**src/pchr_defines.svh**
```systemverilog
// Offsets, field positions and fixed values of the configuration header registers
`ifndef PCHR_DEFINES_SVH
`define PCHR_DEFINES_SVH

`define PCHR_DW_CMDSTS    6'h01
`define PCHR_DW_CIS       6'h0a
`define PCHR_DW_SUBSYS    6'h0b
`define PCHR_DW_CAPHEAD   6'h0d
`define PCHR_DW_INTR      6'h0f
`define PCHR_DW_CAP_PM    6'h37
`define PCHR_DW_CAP_PCIX  6'h39
`define PCHR_DW_CAP_MSI   6'h3c

`define PCHR_CIS_ON       32'h00000022
`define PCHR_CIS_OFF      32'h00000000
`define PCHR_CIS_SPACE    3'h2
`define PCHR_CIS_OFFSET   29'h00000004

`define PCHR_CAP_HEAD     8'hdc
`define PCHR_NEXT_PM      8'he4
`define PCHR_NEXT_PCIX    8'hf0
`define PCHR_NEXT_END     8'h00
`define PCHR_ID_PM        8'h01
`define PCHR_ID_PCIX      8'h07
`define PCHR_ID_MSI       8'h05

`define PCHR_MAX_LAT      8'h00
`define PCHR_MIN_GNT      8'hff
`define PCHR_INT_PIN_A    8'h01
`define PCHR_INT_PIN_B    8'h02
`define PCHR_INT_LINE_RST 8'h00
`define PCHR_CMD_RST      11'h000

`define PCHR_CMD_MASTER   2
`define PCHR_CMD_INTDIS   10
`define PCHR_STS_DEVSEL   2'h1
`define PCHR_NUM_ERR      6

`endif

```
**src/pchr_pkg.sv**
```systemverilog
// Types of the configuration header register block
package pchr_pkg;

	typedef struct packed {
		logic [10:0] cmd;
		logic [7:0]  int_line;
		logic [15:0] ssid;
		logic [15:0] ssvid;
		logic        cis_en;
		logic        msi_off;
		logic [7:0]  int_pin;
		logic [31:0] rdata;
		logic        ack;
		logic        int_out;
		logic        split_ok;
	} pchr_state_t;

	typedef struct packed {
		logic flag;
	} pchr_flag_state_t;

endpackage : pchr_pkg

```
**src/pchr_w1c_flag.sv**
```systemverilog
// One sticky error flag, cleared by writing one
`timescale 1ns/100ps
module pchr_w1c_flag
	import pchr_pkg::*;
(
	input  wire logic clk_sys,
	input  wire logic rst_b,
	input  wire logic set_evt,
	input  wire logic clr_req,
	output logic      flag_r
);

	pchr_flag_state_t st_r;
	pchr_flag_state_t st_nxt;

	always_comb begin
		st_nxt = st_r;
		// Set beats clear so a same-cycle event is kept
		if (set_evt) begin
			st_nxt.flag = 1'b1; // [RULE18]
		end else if (clr_req) begin
			st_nxt.flag = 1'b0; // [RULE19]
		end
	end

	always_ff @(posedge clk_sys or negedge rst_b) begin
		if (!rst_b) begin
			st_r <= '0;
		end else begin
			st_r <= st_nxt;
		end
	end

	assign flag_r = st_r.flag;
endmodule : pchr_w1c_flag

```
**src/pchr_cfg_regs.sv**
```systemverilog
// Configuration header registers: pointer, subsystem ids, capability chain, command and status
`timescale 1ns/100ps
`include "pchr_defines.svh"

//Contract
//RULE1: Pointer 22h only with both EEPROM bits set
//RULE2: Space field 0 config, 1-6 BARs, 7 ROM
//RULE3: Offset field holds 4, 32 bytes in
//RULE4: Subsystem ids from EEPROM, else built-in defaults
//RULE5: Capability list head reads DCh
//RULE6: Chain DCh to E4h to F0h to 00h
//RULE7: Conventional mode, MSI off: PCI-X next zero
//RULE8: Max latency 00h, min grant FFh
//RULE9: Interrupt pin 1 or 2 from EEPROM
//RULE10: Single function enabled: interrupt pin reads 1
//RULE11: Software writes interrupt line; device stores it
//RULE12: Command bits 9:0 reset to zero
//RULE13: PCI-X mode may split-complete without mastering
//RULE14: Status bit 3 pending; interrupt disable gates
//RULE15: Status bit 4 reads one
//RULE16: 66 MHz one, user features zero, timing 01b
//RULE17: Fast back-to-back capable reads zero
//RULE18: Six error flags, reset to zero
//RULE19: Error flags clear on writing one
//RULE20: Reserved command and status bits read zero
module pchr_cfg_regs
	import pchr_pkg::*;
#(
	parameter bit          HAS_INT_DIS    = 1'b1,
	parameter logic [15:0] DFLT_SSID      = 16'h0a5a,
	parameter logic [15:0] DFLT_SSVID     = 16'h1234
)(
	input  wire logic        clk_sys,
	input  wire logic        rst_b,
	input  wire logic        cfg_rd,
	input  wire logic        cfg_wr,
	input  wire logic [5:0]  cfg_dw_idx,
	input  wire logic [3:0]  cfg_be,
	input  wire logic [31:0] cfg_wdata,
	output logic      [31:0] cfg_rdata_r,
	output logic             cfg_ack_r,
	input  wire logic        ee_load,
	input  wire logic        ee_valid,
	input  wire logic        ee_clkrun_en,
	input  wire logic        ee_bar32,
	input  wire logic        ee_msi_dis,
	input  wire logic        ee_int_pin_b,
	input  wire logic        dual_func_en,
	input  wire logic [15:0] ee_ssid,
	input  wire logic [15:0] ee_ssvid,
	input  wire logic        pcix_mode,
	input  wire logic        int_pending,
	input  wire logic [5:0]  err_evt,
	output logic      [10:0] cmd_r,
	output logic             int_assert_r,
	output logic             split_ok_r
);

	pchr_state_t                st_r;
	pchr_state_t                st_nxt;
	logic [`PCHR_NUM_ERR-1:0]   err_flag;
	logic [`PCHR_NUM_ERR-1:0]   err_clr;
	logic [15:0]                sts_word;
	logic [31:0]                rd_word;
	logic [7:0]                 pcix_next;
	logic                       wr_cs;

	// Error flags: bit 8, then bits 11 to 15
	assign wr_cs = cfg_wr && (cfg_dw_idx == `PCHR_DW_CMDSTS);
	assign err_clr[0] = wr_cs && cfg_be[3] && cfg_wdata[24]; // [RULE19]
	genvar gi;
	generate
		for (gi = 1; gi < `PCHR_NUM_ERR; gi++) begin : g_err_clr
			assign err_clr[gi] = wr_cs && cfg_be[3] && cfg_wdata[26+gi]; // [RULE19]
		end
		for (gi = 0; gi < `PCHR_NUM_ERR; gi++) begin : g_err
			pchr_w1c_flag u_flag (
				.clk_sys (clk_sys),
				.rst_b   (rst_b),
				.set_evt (err_evt[gi]),
				.clr_req (err_clr[gi]),
				.flag_r  (err_flag[gi])
			);
		end
	endgenerate

	// Status word as read
	always_comb begin
		sts_word        = 16'h0000; // [RULE20]
		sts_word[3]     = HAS_INT_DIS ? int_pending : 1'b0; // [RULE14]
		sts_word[4]     = 1'b1; // [RULE15]
		sts_word[5]     = 1'b1; // [RULE16]
		sts_word[6]     = 1'b0; // [RULE16]
		// No fast back-to-back support, so zero in either mode
		sts_word[7]     = 1'b0; // [RULE17]
		sts_word[8]     = err_flag[0]; // [RULE18]
		sts_word[10:9]  = `PCHR_STS_DEVSEL; // [RULE16]
		sts_word[15:11] = err_flag[5:1]; // [RULE18]
	end

	// MSI capability leaves the chain only in conventional mode
	assign pcix_next = (st_r.msi_off && !pcix_mode) ? `PCHR_NEXT_END : `PCHR_NEXT_PCIX; // [RULE6] [RULE7]

	// Read decode; unmapped dwords read zero
	always_comb begin
		rd_word = 32'h00000000;
		unique case (cfg_dw_idx)
			`PCHR_DW_CMDSTS: begin
				rd_word = {sts_word, 5'h00, st_r.cmd}; // [RULE20]
			end
			`PCHR_DW_CIS: begin
				rd_word = st_r.cis_en ? {`PCHR_CIS_OFFSET, `PCHR_CIS_SPACE} : `PCHR_CIS_OFF; // [RULE1] [RULE2] [RULE3]
			end
			`PCHR_DW_SUBSYS: begin
				rd_word = {st_r.ssid, st_r.ssvid}; // [RULE4]
			end
			`PCHR_DW_CAPHEAD: begin
				rd_word = {24'h000000, `PCHR_CAP_HEAD}; // [RULE5]
			end
			`PCHR_DW_INTR: begin
				rd_word = {`PCHR_MAX_LAT, `PCHR_MIN_GNT, st_r.int_pin, st_r.int_line}; // [RULE8] [RULE11]
			end
			`PCHR_DW_CAP_PM: begin
				rd_word = {16'h0000, `PCHR_NEXT_PM, `PCHR_ID_PM}; // [RULE6]
			end
			`PCHR_DW_CAP_PCIX: begin
				rd_word = {16'h0000, pcix_next, `PCHR_ID_PCIX}; // [RULE6]
			end
			`PCHR_DW_CAP_MSI: begin
				if (!(st_r.msi_off && !pcix_mode)) begin
					rd_word = {16'h0000, `PCHR_NEXT_END, `PCHR_ID_MSI}; // [RULE6]
				end
			end
			default: begin
				rd_word = 32'h00000000;
			end
		endcase
	end

	always_comb begin
		st_nxt       = st_r;
		st_nxt.ack   = cfg_rd || cfg_wr;
		st_nxt.rdata = cfg_rd ? rd_word : 32'h00000000;
		// EEPROM words are latched once per load so reads stay stable
		if (ee_load) begin
			st_nxt.ssid    = ee_valid ? ee_ssid : DFLT_SSID; // [RULE4]
			st_nxt.ssvid   = ee_valid ? ee_ssvid : DFLT_SSVID; // [RULE4]
			st_nxt.cis_en  = ee_valid && ee_clkrun_en && ee_bar32; // [RULE1]
			st_nxt.msi_off = ee_valid && ee_msi_dis; // [RULE7]
			if (dual_func_en && ee_valid && ee_int_pin_b) begin
				st_nxt.int_pin = `PCHR_INT_PIN_B; // [RULE9]
			end else begin
				st_nxt.int_pin = `PCHR_INT_PIN_A; // [RULE9] [RULE10]
			end
		end
		if (wr_cs && cfg_be[0]) begin
			st_nxt.cmd[7:0] = cfg_wdata[7:0]; // [RULE12]
		end
		if (wr_cs && cfg_be[1]) begin
			st_nxt.cmd[9:8] = cfg_wdata[9:8]; // [RULE12]
			st_nxt.cmd[10]  = HAS_INT_DIS ? cfg_wdata[10] : 1'b0; // [RULE20]
		end
		if (cfg_wr && (cfg_dw_idx == `PCHR_DW_INTR) && cfg_be[0]) begin
			st_nxt.int_line = cfg_wdata[7:0]; // [RULE11]
		end
		st_nxt.int_out  = int_pending && !(HAS_INT_DIS && st_r.cmd[`PCHR_CMD_INTDIS]); // [RULE14]
		// Split completions must drain even with mastering off
		st_nxt.split_ok = st_r.cmd[`PCHR_CMD_MASTER] || pcix_mode; // [RULE13]
	end

	always_ff @(posedge clk_sys or negedge rst_b) begin
		if (!rst_b) begin
			st_r          <= '0;
			st_r.cmd      <= `PCHR_CMD_RST; // [RULE12]
			st_r.int_line <= `PCHR_INT_LINE_RST;
			st_r.ssid     <= DFLT_SSID; // [RULE4]
			st_r.ssvid    <= DFLT_SSVID; // [RULE4]
			st_r.int_pin  <= `PCHR_INT_PIN_A; // [RULE10]
		end else begin
			st_r <= st_nxt;
		end
	end

	assign cfg_rdata_r  = st_r.rdata;
	assign cfg_ack_r    = st_r.ack;
	assign cmd_r        = st_r.cmd;
	assign int_assert_r = st_r.int_out;
	assign split_ok_r   = st_r.split_ok;
endmodule : pchr_cfg_regs

```
**config.mk**
```make
export PLATFORM = sky130hd
export DESIGN_NAME = pchr_cfg_regs
export DESIGN_NICKNAME = d
export VERILOG_FILES = /design/src/pchr_pkg.sv /design/src/pchr_w1c_flag.sv /design/src/pchr_cfg_regs.sv
export VERILOG_INCLUDE_DIRS = /design/src
export SDC_FILE = /design/constraint.sdc
export NUM_CORES = 1
export LEC_CHECK = 0
export BUFFER_PORTS_ARGS = -buffer_cell sky130_fd_sc_hd__buf_4
export CAP_MARGIN = 20
export CORE_MARGIN = 2
export CORE_UTILIZATION = 52
export CTS_BUF_LIST = sky130_fd_sc_hd__clkbuf_4
export CTS_CLUSTER_DIAMETER = 100
export CTS_CLUSTER_SIZE = 8
export DETAILED_ROUTE_END_ITERATION = 10
export PLACE_DENSITY_LB_ADDON = 0.12
export SYNTH_ARGS = -nofsm -noshare
export SYNTH_HDL_FRONTEND = slang
export SYNTH_SLANG_ARGS = --single-unit
```
**constraint.sdc**
```tcl
create_clock -name clk_sys -period 1.42 [get_ports clk_sys]
set_input_delay 0.284 -clock clk_sys [delete_from_list [all_inputs] [get_ports clk_sys]]
set_output_delay 0.284 -clock clk_sys [all_outputs]
set_load 0.03 [all_outputs]
```
==> results.md, run 1 <==
* H-tree depth at 3
* Post-synth EDFFs at 0
* Status: complete, no violations
* GR Util All Layers at 23.5%
* Max Fclk at 0.717 GHz
* First-pass GRT wire length at 15800 microns
* Gpl congestion at 0.809
* Critical path startpoint: cfg_dw_idx[1]
* Post-layout util at 67.4%
* Clock buffer depth at 2
* CP required at 1.76 ns
* Final nets at 602
* Reg clk slew, reported paths at 0.14 ns
* Crit path capture type: register
* Starting DRT DRC Count at 152
* Tcrit/Tclk final at 98.2%
* Vias in the first global route at 3205
* I/O pin cnt at 139
* DR vias at 3183
* Async SR Flop Fraction at 100%
* Syn nets at 493
* R2r endpoint: cfg_rdata_r[2]
* Largest net degree at the start of global routing at 54
* Routed Wire Length at 9960 microns
* Max Cap Violations at 0
* CP peak stage delay at 0.55 ns
* Min-delay worst type: in -> reg
* # Post-CTS Setup Buffers at 0
* WS Path Type: in -> reg
* Synth Instances at 400
* Critical-path top delay cell: or4b_4
* Clk_lat worst skew at 0.44 ns
* WL met1 at 4260 microns
* Die width at 94.5 microns
* Syn Std Cell Area at 4260 sq um
* HPWL Detailed at 7220 microns
* DR vias/cell at 5.15
* Startpoint types: input port
* Chip Height at 94.5 microns
* GR Overflow Total at 0
* R2R Setup Slk at 0.17 ns
* Setup violators final at 0
* P&R area growth vs syn at 27.9%
* Synth cell types at 41
* Syn avg cell area at 10.7 sq um
* Topmost layer with routed signal wires: met4
* Floorplan core area at 8090 sq um
* # diodes at 0
* Minimum clock period at 1.39 ns
* Clock skew at 0.0139 ns
* Crit Path Max Fanout at 8
* Antenna-violating nets left at 0
* CTS tree: built
* Routed length on met3 at 572 microns
* Met2 wire len at 5020 microns
* Drt drc at 0
* Main flop type after synthesis: dfrtp_1
* WL per Instance at 16.1 microns
* Seq/Total Area, Yosys at 56.7%
* Leakage power at 2.65 nW
* Worst vdd ir at 0.000567 V
* Worst EP arrival at 1.74 ns
* Crit-path cells: buf_4 -> or4b_4 -> nor2_4 -> and3_4 -> buf_12 -> mux2_1
* Initial Util at 52.7%
* Seq cells post-synth at 96
* Clk sink count at 96
* Port-buffer cells at 122
* Initial antenna violation count at 0
* Share of layout cells above drive strength 1 at 39.2%
* Root buffer cell: clkbuf_4
* Reg2reg path depth at 4
* Die Area at 8940 sq um
* Number of warnings issued by yosys at 0
* Number of core rows at 33
* Power Dens Cells at 939 nW/um^2
* Final hold vios at 0
* RSZ-0062 raised after global routing: no
* Pins Over Slew Limit at 0
* First-pass DRT Iterations at 4
* Reg-to-Reg Start: st_r[43]
* Fin Hold WS at 0.0435 ns
* Hold Path Cell Cnt at 3
* Slew headroom at 73.3%
* Worst Tran Pin Value at 0.400 ns
* CTS buffer count at 9
* End of the critical path: cmd_r[4]
-- critical path: cells and delay by family --
| kind | cells | cell delay [ns] |
|---|---|---|
| mux | 1 | 0.32 |
| buf+inv | 2 | 0.23 |
| simple gates | 3 | 0.89 |
-- how the worst min path moves through the flow --
stage               startpoint               to  slack, ns
floorplan                rst_b        cfg_ack_r      -0.01
global placement         rst_b   cfg_rdata_r[0]       0.23
detailed placement       rst_b  cfg_rdata_r[11]       0.23
CTS                 ee_ssid[9]         st_r[70]       0.02
global route        ee_ssid[9]         st_r[70]      0.006
finish              ee_ssid[9]         st_r[70]       0.04
-- cell usage after synthesis, types with 3 or more instances --
cell | count | area share (%)
dfrtp_1 | 84 | 49
buf_4 | 45 | 7.9
inv_1 | 36 | 3.2
nand2_1 | 27 | 2.4
nor2_1 | 25 | 2.2
o21ai_0 | 24 | 2.8
a21oi_1 | 17 | 2.0
nand3_1 | 17 | 2.0
a22oi_1 | 15 | 2.6
clkbuf_1 | 15 | 1.3
a31oi_1 | 13 | 1.9
dfstp_2 | 12 | 7.4
mux2_2 | 11 | 2.9
mux2_1 | 8 | 2.1
a21o_1 | 7 | 1.2
and3_1 | 5 | 0.73
nor2b_1 | 3 | 0.44
nor4b_1 | 3 | 0.62
or2_2 | 3 | 0.44
-- metal layers --
metal	track usage, %	up-vias
met5	0	-
met4	6.52	0
met3	6.15	11
met2	38.9	110
met1	30.8	1533
li1	-	1529
-- where the power goes --
part           leakage [nW]  internal (mW)  switching [mW]
Clock                0.0720          0.561           0.863
Combinational          1.35          0.354           0.367
Sequential             1.23           2.89          0.0850
Total                  2.65           3.81            1.31
-- placed cells by master (no fill, tap or decap), types with 3 or more instances in the layout --
| master | count |
|---|---|
| buf_4 | 150 |
| nor2b_1 | 3 |
| o21ai_0 | 24 |
| nor4_4 | 3 |
| nand2_1 | 26 |
| mux2_2 | 3 |
| dfrtp_1 | 84 |
| and3_1 | 4 |
| buf_12 | 5 |
| a31oi_1 | 13 |
| dfstp_2 | 12 |
| nor2_1 | 25 |
| a22oi_1 | 15 |
| inv_1 | 36 |
| or2_2 | 3 |
| a21o_1 | 7 |
| mux2_4 | 8 |
| mux2_1 | 8 |
| nand3_1 | 17 |
| a21oi_1 | 17 |
| clkbuf_4 | 11 |
| nor4b_1 | 3 |
| dlygate4sd3_1 | 7 |
-- state kept, by name, indices dropped and copies added (netlist names) --
| name | cells |
|---|---|
| st_r | 44 |
| cmd_r | 11 |
| g_err.u_flag.flag_r | 6 |
| split_ok_r | 1 |
| cfg_rdata_r | 32 |
| cfg_ack_r | 1 |
| int_assert_r | 1 |
-- through the flow --
step / setup TNS, ns / instances / worst slack [ns] / power (mW) / area [sq um]
after floorplan: -4.62 / 400 / -0.276 / 3.35 / 4310
after global placement: -14.29 / 596 / -0.425 / 3.72 / 5250
after detailed placement: -15.86 / 596 / -0.474 / 3.74 / 5250
after CTS: 0 / 618 / 0.0197 / 5.16 / 5450
after global routing: 0 / 618 / 0.00320 / 5.36 / 5450
final: 0 / 618 / 0.0253 / 5.12 / 5450
-- final cells by class --
class | count | area (sq um)
flip-flops and latches | 96 | 2420
clock buffers | 11 | 82.6
clock inverters | 4 | 46.3
multi-input cells | 204 | 1350
inverters | 36 | 135
repair buffers | 162 | 1300
well taps | 105 | 131
fillers | 693 | 2640
-- kinds of logic after synthesis --
kind of cell           share of synthesized area [%]
DFF                                             56.7
muxes                                           5.02
and+or+nand+nor                                 12.1
AOI/OAI and AO/OA                               13.0
buffers and inverters                           13.1
-- repair_timing --
item,CTS,global route
endpoints found under the setup margin,0,5
hold endpoints to repair,24,0
resized for setup,0,1
hold buffers,7,0
Power figures use the tool's default switching activity.
==> run 2, diff against run 1 <==
- CORE_UTILIZATION: 52 -> 53
- SYNTH_HIERARCHICAL: unset -> 1
==> run 2 against run 1 <==
  * The run now ends with negative setup slack left
  * Die area decreased by 1.1%
  * Core utilization increased by 3.4 points
  * Flip-flop and latch count unchanged
  * Critical endpoint is now cmd_r[2]
  * Highest routed layer unchanged
==> results.md, run 2 <==
* Port-buffer cells at 122
* CTS buffer count at 9
* Final hold vios at 0
* Syn Std Cell Area at 4300 sq um
* Worst EP arrival at 1.76 ns
* Total Power at 5.27 mW
* Worst Tran Pin Value at 0.487 ns
* Reg clk slew, reported paths at 0.16 ns
* Clock buffer depth at 2
* Routed Wire Length at 10200 microns
* I/O pin cnt at 139
* Top post-synthesis cells by area: dfrtp_1 49%, buf_4 7.7%, dfstp_2 7.3%
* H-tree depth at 3
* Fin worst setup slack at -0.0122 ns
* Most numerous cell in the Yosys netlist: dfrtp_1
* Area share of the largest cell type after synthesis at 48.9%
* Ranking of synthesized cells by instance count: 84 x dfrtp_1, 47 x inv_1, 44 x buf_4, 33 x nor2_1, 24 x o21ai_0
* WL per Instance at 16.3 microns
* GR Util All Layers at 24.6%
* Placed cells at 600
* Final instance area at 5530 sq um
* Crit path capture type: register
* Die Area at 8840 sq um
* Main flop type after synthesis: dfrtp_1
* FILL cells at 600
* HPWL Detailed at 7250 microns
* DR vias at 3265
* Worst vdd ir at 0.000591 V
* Chip Height at 94.0 microns
* Synth Instances at 412
* Async SR Flop Fraction at 100%
* Largest register FFs at 44
* Starting DRT DRC Count at 161
* Initial Util at 55.0%
* P&R area growth vs syn at 28.7%
* GR Overflow Total at 0
* Tcrit/Tclk final at 101%
* Syn avg cell area at 10.4 sq um
* First-pass DRT Iterations at 4
* Fin Hold WS at 0.0452 ns
* Startpoint types: input port
* Clk_lat worst skew at 0.43 ns
* Gpl congestion at 0.824
* DR vias/cell at 5.23
* Vias in the first global route at 3325
* Max Cap Violations at 0
* Root buffer cell: clkbuf_4
* Power Dens Cells at 952 nW/um^2
* CP required at 1.75 ns
* Leading cell type in the layout, fill and taps excluded: buf_4
* Drt drc at 0
* Failing checks: negative setup slack
* RSZ-0062 raised after global routing: yes
* Synth area leader: dfrtp_1
* # diodes at 0
* Finished Layout Cells at 624
* Crit Path Max Fanout at 8
* DP Area at 5280 sq um
* Clk sink count at 96
* Min-delay worst type: in -> reg
* Status: finished with violations
* CTS tree: built
* Pins Over Slew Limit at 0
* Dpl ws at -0.504 ns
* Floorplan core area at 7810 sq um
* Final nets at 610
* Synth cell types at 40
* Die width at 94.0 microns
* Seq cells post-synth at 96
* Initial antenna violation count at 0
* Antenna-violating nets left at 0
* Slew headroom at 67.1%
* Post-layout util at 70.8%
* Syn nets at 505
* Setup TNS at -0.0341 ns
* First-pass GRT wire length at 16400 microns
* Setup violators final at 4
* Max Fclk at 0.698 GHz
* Number of core rows at 32
* Post-synth EDFFs at 0
* Biggest register: st_r
* Leakage power at 2.70 nW
* Number of warnings issued by yosys at 6
* Seq/Total Area, Yosys at 56.3%
* Clock skew at 0.0122 ns
* Minimum clock period at 1.43 ns
* Commonest cells after routing, fill and taps aside: 144 x buf_4, 84 x dfrtp_1, 47 x inv_1
* Share of layout cells above drive strength 1 at 39.1%
* Largest net degree at the start of global routing at 37
* WS Path Type: in -> reg
run 2: cell count changes after synthesis, sizes merged:
cell / change
nor3: +1
inv: +12
nand2: -13
o22a: -2
and2: -1
nand3: +7
buf: -2
nor2: +7
a31oi: +2
nor4: -1
and3: -1
clkbuf: +3
run 2: what timing repair did:
action / 4_1_cts / 5_1_grt
gates cloned: 0 / 0
resized for setup: 1 / 3
endpoints found under the setup margin: 5 / 14
pin swaps: 0 / 0
hold endpoints to repair: 31 / 0
buffers inserted: 0 / 1
hold buffers: 7 / 0
run 2: metal layers:
metal / up-vias / share of wire, % / global-route usage [%]
met2: 113 / 48 / 39.1
met5: - / 0 / 0
met1: 1585 / 44 / 33.1
met4: 0 / 2.7 / 11.6
li1: 1548 / - / -
met3: 19 / 5.4 / 4.17
run 2: report_power, final:
group          switching, mW  internal (mW)  total (mW)  leakage (nW)
clock network          0.974          0.576        1.55        0.0847
logic                  0.378          0.362       0.740          1.38
registers             0.0834           2.89        2.97          1.23
total                   1.44           3.83        5.27          2.70
run 2: area by class of cell:
class	instances	area, sq um	share of cell area [%]
flip-flops and latches	96	2420	43.7
multi-input cells	203	1350	24.4
repair buffers	159	1300	23.6
inverters	48	180	3.26
well taps	102	128	2.31
clock inverters	7	83.8	1.52
clock buffers	9	67.6	1.22
run 2: logic make-up after synthesis:
| logic type | count (synthesis) | share of synthesized area [%] |
|---|---|---|
| compound gates | 88 | 12.8 |
| mux | 19 | 4.98 |
| flops | 96 | 56.3 |
| simple gates | 96 | 11.9 |
| buf+inv | 113 | 14.1 |
run 2: final timing paths:
path                                        start                     end  slack [ns]  cells past startpoint
min reg2reg                g_err[5].u_flag/flag_r  g_err[5].u_flag/flag_r        0.51                      1
max in group asynchronous                   rst_b                st_r[47]        0.54                      3
max reg2reg                              st_r[43]         cfg_rdata_r[15]        0.21                      4
max                                 cfg_dw_idx[5]                cmd_r[2]       -0.01                      6
min                                    ee_ssid[1]                st_r[62]        0.05                      3
min in group asynchronous                   rst_b                cmd_r[7]        0.29                      2
run 2: worst max-delay path: stages:
cell and delay [ns]:
buf_4 0.12, or4b_4 0.53, nor3_4 0.17, and3_4 0.22, buf_12 0.12, mux2_1 0.32
==> run 3, diff against run 2 <==
- ABC_AREA: unset -> 1
- SKIP_LAST_GASP: unset -> 1
- clock period: 1.42 -> 1.4 ns (I/O delays scaled with it)
==> run 3 against run 2 <==
  * The flow now finishes without violations
  * Global-route usage shrank 0.99 points
  * Combinational power grew 7.8%
  * Final cell count grew 12%
  * Synthesized cell count grew 16%
  * Register-to-register slack gained 0.21 ns
  * Total power shrank 2.5%
  * Largest cell class unchanged
  * Flip-flop and latch count is the same
  * Via count grew 5.7%
==> results.md, run 3 <==
* Port-buffer cells at 122
* Sw power at 1.44 mW
* Switching portion of total power at 28.1%
* Clock skew at 0.00892 ns
* Flop pwr share at 58.9%
* I/O pin cnt at 139
* Final hold vios at 0
* Seq/Total Area, Yosys at 55.1%
* WS Path Type: reg -> out
* Number of warnings issued by yosys at 6
* DR vias at 3450
* Setup violators final at 0
* Power Dens Cells at 942 nW/um^2
* Ranking of synthesized cells by instance count: 97 x nand2_1, 84 x dfrtp_1, 62 x inv_1, 44 x buf_4, 41 x nor2_1
* Seq cells post-synth at 96
* Die Area at 9020 sq um
* CP peak stage delay at 0.44 ns
* CTS tree: built
* Delay-heaviest family, CP: flip-flops
* Routed Wire Length at 10100 microns
* Status: complete, no violations
* Async SR Flop Fraction at 100%
* Share of layout cells above drive strength 1 at 34.3%
* Synth Instances at 478
* Starting DRT DRC Count at 148
* Vias in the first global route at 3224
* Floorplan core area at 8130 sq um
* Reg clk slew, reported paths at 0.15 ns
* Minimum clock period at 1.34 ns
* Slew headroom at 71.9%
* Most numerous cell in the Yosys netlist: nand2_1
* GR Util All Layers at 23.6%
* Crit-path cells: buf_4
* Initial antenna violation count at 0
* P&R area growth vs syn at 24.2%
* Setup TNS at 0 ns
* Synth cell types at 29
* WL per Instance at 14.5 microns
* Syn nets at 571
* Initial Util at 53.9%
* Comb power frac at 15.5%
* HPWL Detailed at 7640 microns
* Met2 usage at 37.5%
* Final nets at 679
* Final instance area at 5450 sq um
* CTS buffer count at 9
* Main flop type after synthesis: dfrtp_1
* Leading cell type in the layout, fill and taps excluded: buf_4
* CP required at 1.12 ns
* Crit path capture type: output port
* Tcrit/Tclk final at 95.9%
* Antenna-violating nets left at 0
* RSZ-0062 raised after global routing: no
* Total Power at 5.13 mW
* Biggest register: st_r
* First-pass GRT wire length at 15900 microns
* H-tree depth at 3
* Largest net degree at the start of global routing at 31
* WP buf/inv at 1
* Commonest cells after routing, fill and taps aside: 147 x buf_4, 97 x nand2_1, 84 x dfrtp_1
* Largest register FFs at 44
* Clk_lat worst skew at 0.44 ns
* Synth area leader: dfrtp_1
* Max Cap Violations at 0
* Clock group share of total power at 25.6%
* Worst EP arrival at 1.06 ns
* GR Overflow Total at 0
* Min-delay worst type: in -> reg
* Grt peak-use layer: met2
* Clk sink count at 96
* Startpoint types: register
* Syn avg cell area at 9.17 sq um
* Chip Height at 95.0 microns
* Die width at 95.0 microns
* Syn Std Cell Area at 4390 sq um
* DR vias/cell at 4.96
* Post-synth EDFFs at 0
* Worst vdd ir at 0.000492 V
* Leakage power at 2.93 nW
* Root buffer cell: clkbuf_4
* # diodes at 0
* Cell Int Power at 3.69 mW
* Critical-path top delay cell: dfrtp_1
* Met1 Use GR at 32.7%
* Drt drc at 0
* Number of core rows at 33
* Gpl congestion at 0.829
* Top post-synthesis cells by area: dfrtp_1 48%, nand2_1 8.3%, buf_4 7.5%
* Area share of the largest cell type after synthesis at 47.9%
* Crit Path Max Fanout at 4
* Met3 Usage GRT at 5.19%
* DP Area at 5280 sq um
* First-pass DRT Iterations at 6
* Cts repair resizes at 0
* Clock buffer depth at 2
* Max Fclk at 0.745 GHz
* Worst Tran Pin Value at 0.421 ns
* Pins Over Slew Limit at 0
==> run 3: cell count changes after synthesis, moves of 7 or more <==
cell / previous run / this run
nor2_1: 33 / 41
inv_1: 47 / 62
o21ai_2: 0 / 9
a22o_1: 2 / 14
nand2_1: 14 / 97
a21o_1: 7 / 0
clkbuf_1: 18 / 4
o22a_1: 0 / 7
nand3_1: 23 / 34
mux2_1: 8 / 0
a22oi_1: 15 / 0
a31oi_1: 15 / 0
mux2_2: 11 / 0
==> run 3: worst paths after layout <==
check / start / endpoint / slack, ns / depth (start not counted)
min in group asynchronous: rst_b / st_r[46] / 0.31 / 2
min: err_evt[0] / g_err[0].u_flag/flag_r / 0.01 / 3
max in group asynchronous: rst_b / st_r[70] / 0.54 / 3
max: cmd_r[10] / cmd_r[10] / 0.06 / 1
max reg2reg: st_r[43] / cfg_rdata_r[13] / 0.42 / 5
min reg2reg: st_r[65] / st_r[65] / 0.48 / 2
==> run 3: area by class of cell <==
class	instances	area [sq um]
fillers	676	2690
flip-flops and latches	96	2420
multi-input cells	259	1310
repair buffers	155	1220
inverters	65	245
well taps	105	131
clock buffers	10	75.1
clock inverters	6	43.8
==> run 3: power groups by stage <==
stage	registers [mW]	logic [mW]	clock network [mW]
6_report	3.02	0.798	1.31
5_1_grt	3.04	0.875	1.48
4_1_cts	3.02	0.797	1.35
3_5_place_dp	3.08	0.790	0
3_3_place_gp	3.07	0.775	0
2_1_floorplan	3.06	0.418	0
==> run 3: metrics by stage <==
| stage | instances | setup slack [ns] | utilization, % | hold slack (ns) |
|---|---|---|---|---|
| 2_1_floorplan | 478 | 0.159 | - | -0.0156 |
| 3_3_place_gp | 675 | -0.0349 | 64.9 | 0.236 |
| 3_5_place_dp | 675 | -0.123 | 64.9 | 0.239 |
| 4_1_cts | 693 | 0.0455 | 66.6 | 0.000818 |
| 5_1_grt | 696 | 0.00671 | 67.0 | 0.00476 |
| 6_report | 696 | 0.0579 | 67.0 | 0.0136 |
==> run 3: what timing repair did <==
item                                    in CTS  in global routing
hold buffers                                 2                  2
setup buffers                                0                  1
endpoints found under the hold margin       19                  2
endpoints found under the setup margin       0                  1
==> run 3: layer usage <==
metal | routed length, microns | share of wire (%)
met1 | 4500 | 45
met2 | 4810 | 48
met3 | 642 | 6.4
met4 | 136 | 1.3
met5 | 0 | 0
==> run 3: cell families after synthesis <==
group                  share of synthesized area (%)
AO/OA/AOI/OAI                                   11.0
buffers and inverters                           15.0
flip-flops                                      55.1
AND/OR/NAND/NOR                                 18.9
==> run 3: tightest hold or removal path: cells and delay by family <==
family / cells / cell delay, ns
buffers and inverters: 2 / 0.10
AND/OR/NAND/NOR: 1 / 0.05
